**src/timer8_pkg.sv**
```systemverilog
// Shared constants and types of the 8-bit timer/counter core
package timer8_pkg;

  localparam int unsigned DATA_W  = 8;
  localparam int unsigned ADDR_W  = 4;
  localparam int unsigned PRESC_W = 10;
  localparam int unsigned FLAG_W  = 3;

  // Register offsets
  localparam logic [ADDR_W-1:0] OFS_CTRL_A = 4'h0;
  localparam logic [ADDR_W-1:0] OFS_CTRL_B = 4'h1;
  localparam logic [ADDR_W-1:0] OFS_COUNT  = 4'h2;
  localparam logic [ADDR_W-1:0] OFS_CMP_A  = 4'h3;
  localparam logic [ADDR_W-1:0] OFS_CMP_B  = 4'h4;
  localparam logic [ADDR_W-1:0] OFS_FLAG   = 4'h5;
  localparam logic [ADDR_W-1:0] OFS_MASK   = 4'h6;
  localparam logic [ADDR_W-1:0] OFS_POWER  = 4'h7;
  localparam logic [ADDR_W-1:0] OFS_STATUS = 4'h8;

  // Field positions
  localparam int unsigned CA_MODE_LSB   = 0;
  localparam int unsigned CA_TOPSEL_BIT = 2;
  localparam int unsigned CA_COMB_LSB   = 4;
  localparam int unsigned CA_COMA_LSB   = 6;
  localparam int unsigned CB_CS_LSB     = 0;
  localparam int unsigned FLG_OVF       = 0;
  localparam int unsigned FLG_CMPA      = 1;
  localparam int unsigned FLG_CMPB      = 2;
  localparam int unsigned PWR_OFF_BIT   = 0;

  // Count values and reset values
  localparam logic [DATA_W-1:0] CNT_BOTTOM  = 8'h00;
  localparam logic [DATA_W-1:0] CNT_MAX     = 8'hFF;
  localparam logic [DATA_W-1:0] CNT_ONE     = 8'h01;
  localparam logic [DATA_W-1:0] ZERO8       = 8'h00;
  localparam logic [DATA_W-1:0] CTRL_A_RST  = 8'h00;
  localparam logic              PWR_OFF_RST = 1'b0;

  // Prescaler tap masks
  localparam logic [PRESC_W-1:0] PRE_MASK_8    = 10'h007;
  localparam logic [PRESC_W-1:0] PRE_MASK_64   = 10'h03F;
  localparam logic [PRESC_W-1:0] PRE_MASK_256  = 10'h0FF;
  localparam logic [PRESC_W-1:0] PRE_MASK_1024 = 10'h3FF;

  typedef enum logic [1:0] {
    MODE_NORMAL = 2'b00,
    MODE_CTC    = 2'b01,
    MODE_FAST   = 2'b10,
    MODE_PHASE  = 2'b11
  } wave_mode_e;

  typedef enum logic [2:0] {
    CS_STOP     = 3'b000,
    CS_DIV1     = 3'b001,
    CS_DIV8     = 3'b010,
    CS_DIV64    = 3'b011,
    CS_DIV256   = 3'b100,
    CS_DIV1024  = 3'b101,
    CS_EXT_FALL = 3'b110,
    CS_EXT_RISE = 3'b111
  } clk_sel_e;

  typedef enum logic [1:0] {
    COM_OFF    = 2'b00,
    COM_TOGGLE = 2'b01,
    COM_CLEAR  = 2'b10,
    COM_SET    = 2'b11
  } out_mode_e;

  typedef enum logic {
    DIR_UP   = 1'b0,
    DIR_DOWN = 1'b1
  } dir_e;

endpackage

```
**src/timer8_tick_select.sv**
```systemverilog
// Clock source and edge selection producing the one-cycle timer tick
`timescale 1ns/10ps
module timer8_tick_select
  import timer8_pkg::*;
(
  input  wire logic     clk_i,
  input  wire logic     rst_i,
  input  wire logic     enable_i,
  input  wire clk_sel_e sel_i,
  input  wire logic     ext_i,
  output logic          tick_o
);

  typedef struct packed {
    logic [PRESC_W-1:0] presc;
    logic               ext_prev;
    logic               tick;
  } tick_state_s;

  tick_state_s q;
  tick_state_s d;

  function automatic logic div_hit(input logic [PRESC_W-1:0] presc, input logic [PRESC_W-1:0] mask);
    div_hit = ((presc & mask) == mask);
  endfunction

  always_comb begin
    d          = q;
    d.ext_prev = ext_i;
    d.presc    = enable_i ? PRESC_W'(q.presc + 1'b1) : '0;
    d.tick     = 1'b0;
    unique case (sel_i)
      CS_STOP:     d.tick = 1'b0;
      CS_DIV1:     d.tick = enable_i;
      CS_DIV8:     d.tick = enable_i & div_hit(q.presc, PRE_MASK_8);
      CS_DIV64:    d.tick = enable_i & div_hit(q.presc, PRE_MASK_64);
      CS_DIV256:   d.tick = enable_i & div_hit(q.presc, PRE_MASK_256);
      CS_DIV1024:  d.tick = enable_i & div_hit(q.presc, PRE_MASK_1024);
      CS_EXT_FALL: d.tick = enable_i & q.ext_prev & ~ext_i;
      CS_EXT_RISE: d.tick = enable_i & ~q.ext_prev & ext_i;
    endcase
  end

  always_ff @(posedge clk_i) begin
    if (rst_i) begin
      q <= '0;
    end else begin
      q <= d;
    end
  end

  assign tick_o = q.tick;

  AST_DIV1_TICK: assert property (@(posedge clk_i) disable iff (rst_i)
    (enable_i && sel_i == CS_DIV1) |=> tick_o)
    else $error("Undivided source gave no tick");

  AST_EXT_RISE_TICK: assert property (@(posedge clk_i) disable iff (rst_i)
    (enable_i && sel_i == CS_EXT_RISE && !q.ext_prev && ext_i) |=> tick_o)
    else $error("Rising pin edge gave no tick");

endmodule // timer8_tick_select

```
**src/timer8_compare_unit.sv**
```systemverilog
// One compare unit: double-buffered compare value and match detection
`timescale 1ns/10ps
module timer8_compare_unit
  import timer8_pkg::*;
(
  input  wire logic              clk_i,
  input  wire logic              rst_i,
  input  wire logic              wr_i,
  input  wire logic [DATA_W-1:0] wdata_i,
  input  wire logic              buffered_i,
  input  wire logic              update_i,
  input  wire logic [DATA_W-1:0] count_i,
  input  wire logic              tick_i,
  input  wire logic              block_i,
  output logic [DATA_W-1:0]      cmp_o,
  output logic [DATA_W-1:0]      buf_o,
  output logic                   match_o,
  output logic                   flag_set_o
);

  typedef struct packed {
    logic [DATA_W-1:0] buffer;
    logic [DATA_W-1:0] active;
  } cmp_state_s;

  cmp_state_s q;
  cmp_state_s d;

  always_comb begin
    d = q;
    if (buffered_i && update_i) begin
      d.active = q.buffer;
    end
    if (wr_i) begin
      d.buffer = wdata_i;
      if (!buffered_i) begin
        d.active = wdata_i;
      end
    end
  end

  always_ff @(posedge clk_i) begin
    if (rst_i) begin
      q <= '0;
    end else begin
      q <= d;
    end
  end

  assign cmp_o      = q.active;
  assign buf_o      = q.buffer;
  assign match_o    = (count_i == q.active);
  assign flag_set_o = tick_i & match_o & ~block_i;

  AST_CMP_DIRECT: assert property (@(posedge clk_i) disable iff (rst_i)
    (wr_i && !buffered_i) |=> (cmp_o == $past(wdata_i)))
    else $error("Unbuffered compare write not applied");

endmodule // timer8_compare_unit

```
**src/timer8_counter_core.sv**
```systemverilog
// Top of the 8-bit timer/counter: registers, counter, flags and waveforms
//
// The placing of the registers and strobed register access were decided locally.
`timescale 1ns/10ps

// Functional notes
// - Bottom indication is high whenever the count equals 0x00.
// - Maximum indication is high whenever the count equals 0xFF.
// - Top is 0xFF or compare A, chosen by the operating mode and, in the PWM modes, by the top select bit of control register A.
// - Count and both compare registers are 8 bits wide.
// - Every timer request shows as a bit in the flag register.
// - Each request has its own mask bit; only unmasked ones reach the processor.
// - Counter ticks from the internal prescaler or the external count pin.
// - Clock select picks source and edge; its output is the timer tick.
// - A three-bit source field in control register B picks the source.
// - Both compare values are compared with the count at all times.
// - Waveform generator drives PWM or frequency output on pins A and B.
// - A match on unit A or B sets that unit's compare flag.
// - The counter can count up or down.
// - A count step changes the value by exactly one.
// - A direction signal chooses increment or decrement.
// - The clear signal forces every count bit to zero.
// - Source field zero stops the counter.
// - A processor count write beats clear or count in the same cycle.
// - The count register is readable and writable with or without ticks.
// - A match sets its flag on the following tick, not at once.
module timer8_counter_core
  import timer8_pkg::*;
(
  input  wire logic              SYS_CLK_I,
  input  wire logic              RST_I,
  input  wire logic [ADDR_W-1:0] ADDR_I,
  input  wire logic [DATA_W-1:0] WDATA_I,
  input  wire logic              WR_I,
  input  wire logic              RD_I,
  output logic [DATA_W-1:0]      RDATA_O,
  input  wire logic              EXT_COUNT_INPUT_I,
  output logic                   WAVE_OUT_A_O,
  output logic                   WAVE_OUT_B_O,
  output logic [FLAG_W-1:0]      IRQ_O,
  output logic                   BOTTOM_O,
  output logic                   MAX_O
);

  typedef struct packed {
    logic [DATA_W-1:0] ctrl_a;
    clk_sel_e          cs;
    logic [DATA_W-1:0] cnt;
    dir_e              dir;
    logic [FLAG_W-1:0] flags;
    logic [FLAG_W-1:0] mask;
    logic              pwr_off;
    logic              block;
    logic              wave_a;
    logic              wave_b;
    logic [DATA_W-1:0] rdata;
    logic [FLAG_W-1:0] irq;
    logic              bottom;
    logic              max;
  } core_state_s;

  core_state_s q;
  core_state_s d;

  logic              timer_tick;
  logic [DATA_W-1:0] cmp_a;
  logic [DATA_W-1:0] cmp_b;
  logic [DATA_W-1:0] buf_a;
  logic [DATA_W-1:0] buf_b;
  logic              match_a;
  logic              match_b;
  logic              set_a;
  logic              set_b;
  logic              wr_cnt;
  logic              wr_ca;
  logic              wr_cb;
  logic              pwm;
  logic              at_top;
  logic              cnt_clear;
  logic              ovf_set;
  logic              buf_update;
  logic [DATA_W-1:0] top_val;
  wave_mode_e        mode;
  out_mode_e         com_a;
  out_mode_e         com_b;

  function automatic logic hit(input logic [ADDR_W-1:0] addr, input logic [ADDR_W-1:0] ofs);
    hit = (addr == ofs);
  endfunction

  function automatic logic is_pwm(input wave_mode_e m);
    is_pwm = (m == MODE_FAST) || (m == MODE_PHASE);
  endfunction

  function automatic logic [DATA_W-1:0] step_cnt(input logic [DATA_W-1:0] cnt, input dir_e dir);
    if (dir == DIR_DOWN) begin
      step_cnt = DATA_W'(cnt - CNT_ONE);
    end else begin
      step_cnt = DATA_W'(cnt + CNT_ONE);
    end
  endfunction

  function automatic logic wave_next(input logic cur, input out_mode_e com, input wave_mode_e m,
                                     input logic match, input logic wrap, input dir_e dir);
    logic nxt;
    nxt = cur;
    unique case (m)
      MODE_NORMAL, MODE_CTC: begin
        if (match) begin
          unique case (com)
            COM_OFF:    nxt = cur;
            COM_TOGGLE: nxt = ~cur;
            COM_CLEAR:  nxt = 1'b0;
            COM_SET:    nxt = 1'b1;
          endcase
        end
      end
      MODE_FAST: begin
        if (com == COM_CLEAR || com == COM_SET) begin
          if (match) begin
            nxt = (com == COM_SET);
          end else if (wrap) begin
            nxt = (com == COM_CLEAR);
          end
        end
      end
      MODE_PHASE: begin
        if ((com == COM_CLEAR || com == COM_SET) && match) begin
          nxt = (dir == DIR_UP) ? (com == COM_SET) : (com == COM_CLEAR);
        end
      end
    endcase
    if (com == COM_OFF) begin
      nxt = 1'b0;
    end
    wave_next = nxt;
  endfunction

  timer8_tick_select u_tick (
    .clk_i    (SYS_CLK_I),
    .rst_i    (RST_I),
    .enable_i (~q.pwr_off),
    .sel_i    (q.cs),
    .ext_i    (EXT_COUNT_INPUT_I),
    .tick_o   (timer_tick)
  );

  timer8_compare_unit u_cmp_a (
    .clk_i      (SYS_CLK_I),
    .rst_i      (RST_I),
    .wr_i       (wr_ca),
    .wdata_i    (WDATA_I),
    .buffered_i (pwm),
    .update_i   (buf_update),
    .count_i    (q.cnt),
    .tick_i     (timer_tick),
    .block_i    (q.block),
    .cmp_o      (cmp_a),
    .buf_o      (buf_a),
    .match_o    (match_a),
    .flag_set_o (set_a)
  );

  timer8_compare_unit u_cmp_b (
    .clk_i      (SYS_CLK_I),
    .rst_i      (RST_I),
    .wr_i       (wr_cb),
    .wdata_i    (WDATA_I),
    .buffered_i (pwm),
    .update_i   (buf_update),
    .count_i    (q.cnt),
    .tick_i     (timer_tick),
    .block_i    (q.block),
    .cmp_o      (cmp_b),
    .buf_o      (buf_b),
    .match_o    (match_b),
    .flag_set_o (set_b)
  );

  // Decode and mode
  always_comb begin
    wr_cnt     = WR_I & hit(ADDR_I, OFS_COUNT);
    wr_ca      = WR_I & hit(ADDR_I, OFS_CMP_A);
    wr_cb      = WR_I & hit(ADDR_I, OFS_CMP_B);
    mode       = wave_mode_e'(q.ctrl_a[CA_MODE_LSB +: 2]);
    com_a      = out_mode_e'(q.ctrl_a[CA_COMA_LSB +: 2]);
    com_b      = out_mode_e'(q.ctrl_a[CA_COMB_LSB +: 2]);
    pwm        = is_pwm(mode);
    top_val    = ((mode == MODE_CTC) || (pwm && q.ctrl_a[CA_TOPSEL_BIT])) ? cmp_a : CNT_MAX;
    at_top     = (q.cnt == top_val);
    cnt_clear  = timer_tick & at_top & ((mode == MODE_CTC) || (mode == MODE_FAST));
    buf_update = timer_tick & at_top;
    unique case (mode)
      MODE_NORMAL, MODE_CTC: ovf_set = timer_tick & (q.cnt == CNT_MAX);
      MODE_FAST:             ovf_set = timer_tick & at_top;
      MODE_PHASE:            ovf_set = timer_tick & (q.cnt == CNT_BOTTOM) & (q.dir == DIR_DOWN);
    endcase
  end

  // Next state
  always_comb begin
    d = q;

    // Register writes
    if (WR_I && hit(ADDR_I, OFS_CTRL_A)) begin
      d.ctrl_a = WDATA_I;
    end
    if (WR_I && hit(ADDR_I, OFS_CTRL_B)) begin
      d.cs = clk_sel_e'(WDATA_I[CB_CS_LSB +: 3]);
    end
    if (WR_I && hit(ADDR_I, OFS_MASK)) begin
      d.mask = WDATA_I[FLAG_W-1:0];
    end
    if (WR_I && hit(ADDR_I, OFS_POWER)) begin
      d.pwr_off = WDATA_I[PWR_OFF_BIT];
    end

    // Counter, advanced only on the tick
    if (wr_cnt) begin
      d.cnt   = WDATA_I;
      d.block = 1'b1;
    end else if (timer_tick) begin
      d.block = 1'b0;
      if (cnt_clear) begin
        d.cnt = ZERO8;
      end else if (mode == MODE_PHASE) begin
        if (q.dir == DIR_UP && at_top) begin
          d.dir = DIR_DOWN;
          d.cnt = step_cnt(q.cnt, DIR_DOWN);
        end else if (q.dir == DIR_DOWN && q.cnt == CNT_BOTTOM) begin
          d.dir = DIR_UP;
          d.cnt = step_cnt(q.cnt, DIR_UP);
        end else begin
          d.cnt = step_cnt(q.cnt, q.dir);
        end
      end else begin
        d.dir = DIR_UP;
        d.cnt = step_cnt(q.cnt, DIR_UP);
      end
    end

    // Sticky flags, set wins over a write-one clear
    if (WR_I && hit(ADDR_I, OFS_FLAG)) begin
      d.flags = q.flags & ~WDATA_I[FLAG_W-1:0];
    end
    d.flags[FLG_OVF]  = d.flags[FLG_OVF] | ovf_set;
    d.flags[FLG_CMPA] = d.flags[FLG_CMPA] | set_a;
    d.flags[FLG_CMPB] = d.flags[FLG_CMPB] | set_b;
    d.irq             = d.flags & d.mask;

    // Waveform outputs
    d.wave_a = wave_next(q.wave_a, com_a, mode, set_a, timer_tick & at_top, q.dir);
    d.wave_b = wave_next(q.wave_b, com_b, mode, set_b, timer_tick & at_top, q.dir);

    // Indications
    d.bottom = (d.cnt == CNT_BOTTOM);
    d.max    = (d.cnt == CNT_MAX);

    // Read data, valid one cycle after the strobe
    d.rdata = ZERO8;
    if (RD_I) begin
      unique case (ADDR_I)
        OFS_CTRL_A: d.rdata = q.ctrl_a;
        OFS_CTRL_B: d.rdata = DATA_W'(q.cs);
        OFS_COUNT:  d.rdata = q.cnt;
        OFS_CMP_A:  d.rdata = buf_a;
        OFS_CMP_B:  d.rdata = buf_b;
        OFS_FLAG:   d.rdata = DATA_W'(q.flags);
        OFS_MASK:   d.rdata = DATA_W'(q.mask);
        OFS_POWER:  d.rdata = DATA_W'(q.pwr_off);
        OFS_STATUS: d.rdata = DATA_W'({q.dir, at_top, q.max, q.bottom});
        default:    d.rdata = ZERO8;
      endcase
    end
  end

  always_ff @(posedge SYS_CLK_I) begin
    if (RST_I) begin
      q         <= '0;
      q.ctrl_a  <= CTRL_A_RST;
      q.pwr_off <= PWR_OFF_RST;
      q.bottom  <= 1'b1;
    end else begin
      q <= d;
    end
  end

  assign RDATA_O      = q.rdata;
  assign WAVE_OUT_A_O = q.wave_a;
  assign WAVE_OUT_B_O = q.wave_b;
  assign IRQ_O        = q.irq;
  assign BOTTOM_O     = q.bottom;
  assign MAX_O        = q.max;

  AST_BOTTOM_IND: assert property (@(posedge SYS_CLK_I) disable iff (RST_I)
    BOTTOM_O == (q.cnt == CNT_BOTTOM))
    else $error("Bottom indication disagrees with count");

  AST_MAX_IND: assert property (@(posedge SYS_CLK_I) disable iff (RST_I)
    MAX_O == (q.cnt == CNT_MAX))
    else $error("Maximum indication disagrees with count");

  AST_CTC_TOP_CLEAR: assert property (@(posedge SYS_CLK_I) disable iff (RST_I)
    (timer_tick && !wr_cnt && mode == MODE_CTC && q.cnt == cmp_a) |=> (q.cnt == CNT_BOTTOM))
    else $error("Count did not clear at compare A top");

  AST_STOPPED: assert property (@(posedge SYS_CLK_I) disable iff (RST_I)
    ((q.cs == CS_STOP && !wr_cnt)[*3]) |=> $stable(q.cnt))
    else $error("Counter moved with no source selected");

  AST_WRITE_WINS: assert property (@(posedge SYS_CLK_I) disable iff (RST_I)
    wr_cnt |=> (q.cnt == $past(WDATA_I)) && q.block)
    else $error("Count write lost to count or clear");

  AST_STEP_UP: assert property (@(posedge SYS_CLK_I) disable iff (RST_I)
    (timer_tick && !wr_cnt && mode == MODE_NORMAL) |=> (q.cnt == DATA_W'($past(q.cnt) + CNT_ONE)))
    else $error("Up step not exactly one");

  AST_PHASE_DOWN: assert property (@(posedge SYS_CLK_I) disable iff (RST_I)
    (timer_tick && !wr_cnt && mode == MODE_PHASE && q.dir == DIR_DOWN && q.cnt != CNT_BOTTOM)
    |=> (q.cnt == DATA_W'($past(q.cnt) - CNT_ONE)))
    else $error("Down step not exactly one");

  AST_FLAG_A_SET: assert property (@(posedge SYS_CLK_I) disable iff (RST_I)
    (timer_tick && match_a && !q.block) |=> q.flags[FLG_CMPA])
    else $error("Compare A match did not set its flag");

  AST_NO_FLAG_WITHOUT_TICK: assert property (@(posedge SYS_CLK_I) disable iff (RST_I)
    (!q.flags[FLG_CMPB] && !timer_tick) |=> !q.flags[FLG_CMPB])
    else $error("Compare B flag set without a tick");

  AST_IRQ_MASK: assert property (@(posedge SYS_CLK_I) disable iff (RST_I)
    IRQ_O == (q.flags & q.mask))
    else $error("Request output not flag and mask");

  AST_POWER_OFF: assert property (@(posedge SYS_CLK_I) disable iff (RST_I)
    ($past(q.pwr_off) && q.pwr_off) |-> !timer_tick)
    else $error("Tick while powered off");

  AST_MATCH_B: assert property (@(posedge SYS_CLK_I) disable iff (RST_I)
    match_b == (q.cnt == cmp_b))
    else $error("Compare B match disagrees with count");

endmodule // timer8_counter_core

```
**config.mk**
```make
export PLATFORM = sky130hd
export DESIGN_NAME = timer8_counter_core
export DESIGN_NICKNAME = d
export VERILOG_FILES = /design/src/timer8_pkg.sv /design/src/timer8_tick_select.sv /design/src/timer8_compare_unit.sv /design/src/timer8_counter_core.sv
export SDC_FILE = /design/constraint.sdc
export NUM_CORES = 1
export LEC_CHECK = 0
export CORE_ASPECT_RATIO = 1.2
export CORE_MARGIN = 2
export CORE_UTILIZATION = 45
export DETAILED_ROUTE_END_ITERATION = 8
export DONT_BUFFER_PORTS = 1
export GPL_ROUTABILITY_DRIVEN = 1
export GPL_TIMING_DRIVEN = 1
export SYNTH_ARGS = -nofsm -noshare
export SYNTH_HDL_FRONTEND = slang
export SYNTH_SLANG_ARGS = --single-unit
```
**constraint.sdc**
```tcl
create_clock -name SYS_CLK_I -period 5.7 [get_ports SYS_CLK_I]
set_input_delay 1.14 -clock SYS_CLK_I [delete_from_list [all_inputs] [get_ports SYS_CLK_I]]
set_output_delay 1.14 -clock SYS_CLK_I [all_outputs]
set_load 0.005 [all_outputs]
```
==> run summary <==
Outcome = completed
VDD IR max = 133 µV
Setup TNS = 0 ns
Final period util = 0.650
Instance area at placement = 4750 µm²
Crit Path Max Fanout = 12
RSZ-0062 raised after global routing = no
Worst-skew pair later-pin latency = 0.35 ns
Max-Cap Viols = 0
First drt pass iteration count = 5
Post-route ant nets = 0
Worst hold start = q[38]$_SDFFE_PP0P_
CP Launch Type = flip-flop
Top post-synthesis cells by count = dfxtp_1, nor2_1, nand2_1, mux2i_1, a21oi_1
I/O pin total = 32
RR Startpoint = q[27]$_SDFF_PP0_
Max Clk Rate = 0.270 GHz
Post-route design area = 5020 µm²
# diodes = 0
Initial DRC Count = 403
Slew Limit Fails = 0
Largest net degree at the start of global routing = 69
Vias in the first global route = 4005
Async SR Flop Fraction = 0
Final setup fails = 0
Post-CTS Hold Buffers = 0
Die X-Extent = 98.5 µm
Most common flop cell mapped by yosys = dfxtp_1
Drt drc = 0
Most frequent cell after synthesis = dfxtp_1
Max-slew headroom = 0.186
Leak = 1.88 nW
Initial Utilization = 0.460
Hold depth = 2
Critical path buffer and inverter count = 1
Slowest CP cell = nor3b_1
Drt wl/cell = 20.4 µm
Filler cell count = 1013
H-tree Lvls = 3
Top delay family on crit path = simple AND/OR/NAND/NOR gates
Die area = 11600 µm²
RePlAce Congestion = 0.936
Flop2flop setup slack = 1.99 ns
PD cells = 247 nW/µm²
Share of cells above drive strength 1 = 0.0617
HPWL Detailed = 9890 µm
Total gr overflow = 0
CP Data Required Time = 5.96 ns
DIE HEIGHT = 117 µm
Gr usage total = 0.242
Crit Path Category = flip-flop to flip-flop
Final min period = 3.71 ns
Routed WL = 13900 µm
Max Root-Sink Buffers = 2
Sink Count = 87
Post-route clock skew = 0.00987 ns
Top-area cell type share of the netlist area = 0.361
Worst Tran Pin Value = 1.22 ns
Reg2Reg Depth = 9
Flops & latches, synth = 87
Mean Syn Cell Area = 8.22 µm²
Final Hold Viols = 0
Port bufs = 0
Yosys cell types = 64
Critical path endpoint category = flip-flop
P&R area growth vs syn = 4.28%
Row cnt = 41
Synthesized area = 4820 µm²
Post_cts resized = 0
Seq/Total Area, Yosys = 0.361
Cell taking the most area after synthesis = dfxtp_1
Synth Net Count = 614
Core Footprint = 10500 µm²
Cell count after synthesis = 586
Synth top area cells = dfxtp_1, mux2i_1, nor2_1, a21oi_1, nand2_1
Setup Fix Bufs, Post-CTS = 0
CTS root buf = clkbuf_16
Cell Chain, Critical Path = inv_1 > a2111oi_2 > a31oi_1 > nor3b_1 > mux2i_1 > a21o_1 > a221oi_2 > or4b_1 > nor4_2
Vias per cell = 6.14
Post-synth EDFFs = 0
Final nets = 575
Vias = 4176
Crit path largest cell delay = 1.00 ns
Arrival @ worst endpoint = 3.97 ns
Hold crit path type = flip-flop to flip-flop
Clk pin slew, worst setup/hold paths = 0.06 ns
CTS buffer count = 9
CTS tree = done
Hold EP = q[38]$_SDFFE_PP0P_
YS warnings = 0
First-pass GRT wire length = 22000 µm
R2R Path End = MAX_O$_SDFF_PP0_
Initial antenna violation count = 0
flip-flops by register name, indices dropped and copies added, names as in the netlist, 3 cells and up:
register / count
q: 22
u_tick.q: 11
RDATA_O: 8
u_cmp_a.buf_o: 8
u_cmp_a.cmp_o: 8
u_cmp_b.buf_o: 8
u_cmp_b.cmp_o: 8
IRQ_O: 3
routing by layer:
layer,global-route usage,vias to the layer above,routed length [µm]
li1,-,1998,-
met1,0.321,1996,6120
met2,0.381,150,6480
met3,0.0483,32,830
met4,0.103,0,437
met5,0,-,0
where the power goes:
part / switching [W] / total [W] / internal [W]
Clock: 0.000250 / 0.000557 / 0.000307
Sequential: 0.0000121 / 0.000630 / 0.000617
Combinational: 0.0000303 / 0.0000563 / 0.0000260
Total: 0.000293 / 0.00124 / 0.000950
worst max-delay path by stage:
stage / slack, ns / start / to / cells after the start
after detailed placement: 2.06 / q[27]$_SDFF_PP0_ / MAX_O$_SDFF_PP0_ / 9
after floorplan: 2.60 / ADDR_I[2] / MAX_O$_SDFF_PP0_ / 8
after CTS: 2.06 / q[27]$_SDFF_PP0_ / MAX_O$_SDFF_PP0_ / 9
final: 1.99 / q[27]$_SDFF_PP0_ / MAX_O$_SDFF_PP0_ / 9
after global placement: 2.13 / q[26]$_SDFF_PP0_ / MAX_O$_SDFF_PP0_ / 9
after global routing: 1.71 / q[27]$_SDFF_PP0_ / MAX_O$_SDFF_PP0_ / 9
worst register-to-register path: stages (launching register included):
cell,delay [ns]
dfxtp_1,0.59
inv_1,0.19
a2111oi_2,0.42
a31oi_1,0.14
nor3b_1,1.00
mux2i_1,0.33
a21o_1,0.16
a221oi_2,0.07
or4b_1,0.52
nor4_2,0.20
layout by cell type (no fill, tap or decap), types with 11 or more instances in the layout:
cell type	instances
dfxtp_1	87
ha_1	11
mux2i_1	45
a211oi_1	18
nor2b_1	12
a21oi_1	41
nor2_1	74
nand3_1	29
nand2_1	53
o21ai_0	13
inv_1	17
nor3_1	14
nand2b_1	14
metrics by stage:
step / utilization / hold WS [ns] / total power [W] / instances / setup WS [ns]
after floorplan: - / 0.430 / 0.000699 / 586 / 2.60
after global placement: 0.454 / 0.440 / 0.000698 / 665 / 2.13
after detailed placement: 0.454 / 0.448 / 0.000698 / 665 / 2.06
after CTS: 0.480 / 0.457 / 0.00125 / 680 / 2.06
after global routing: 0.480 / 0.490 / 0.00128 / 680 / 1.71
final: 0.480 / 0.459 / 0.00124 / 680 / 1.99
kinds of logic after synthesis:
group / count (synthesis) / share of synthesized area
DFF: 87 / 0.361
adders and majority gates: 11 / 0.0286
AOI/OAI and AO/OA: 120 / 0.176
muxes: 48 / 0.100
and+or+nand+nor: 236 / 0.240
xor gates and xnor gates: 15 / 0.0273
buffers and inverters: 69 / 0.0662
cell type report:
| cell class | instances | area [µm²] | area share |
|---|---|---|---|
| Tap cell | 129 | 161 | 0.0321 |
| Sequential cell | 87 | 1740 | 0.347 |
| Multi-Input combinational cell | 430 | 2770 | 0.551 |
| Clock inverter | 4 | 30.0 | 0.00598 |
| Timing Repair Buffer | 2 | 15.0 | 0.00299 |
| Inverter | 17 | 63.8 | 0.0127 |
| Clock buffer | 11 | 243 | 0.0483 |
No activity file was read; power rests on OpenSTA's default activity.
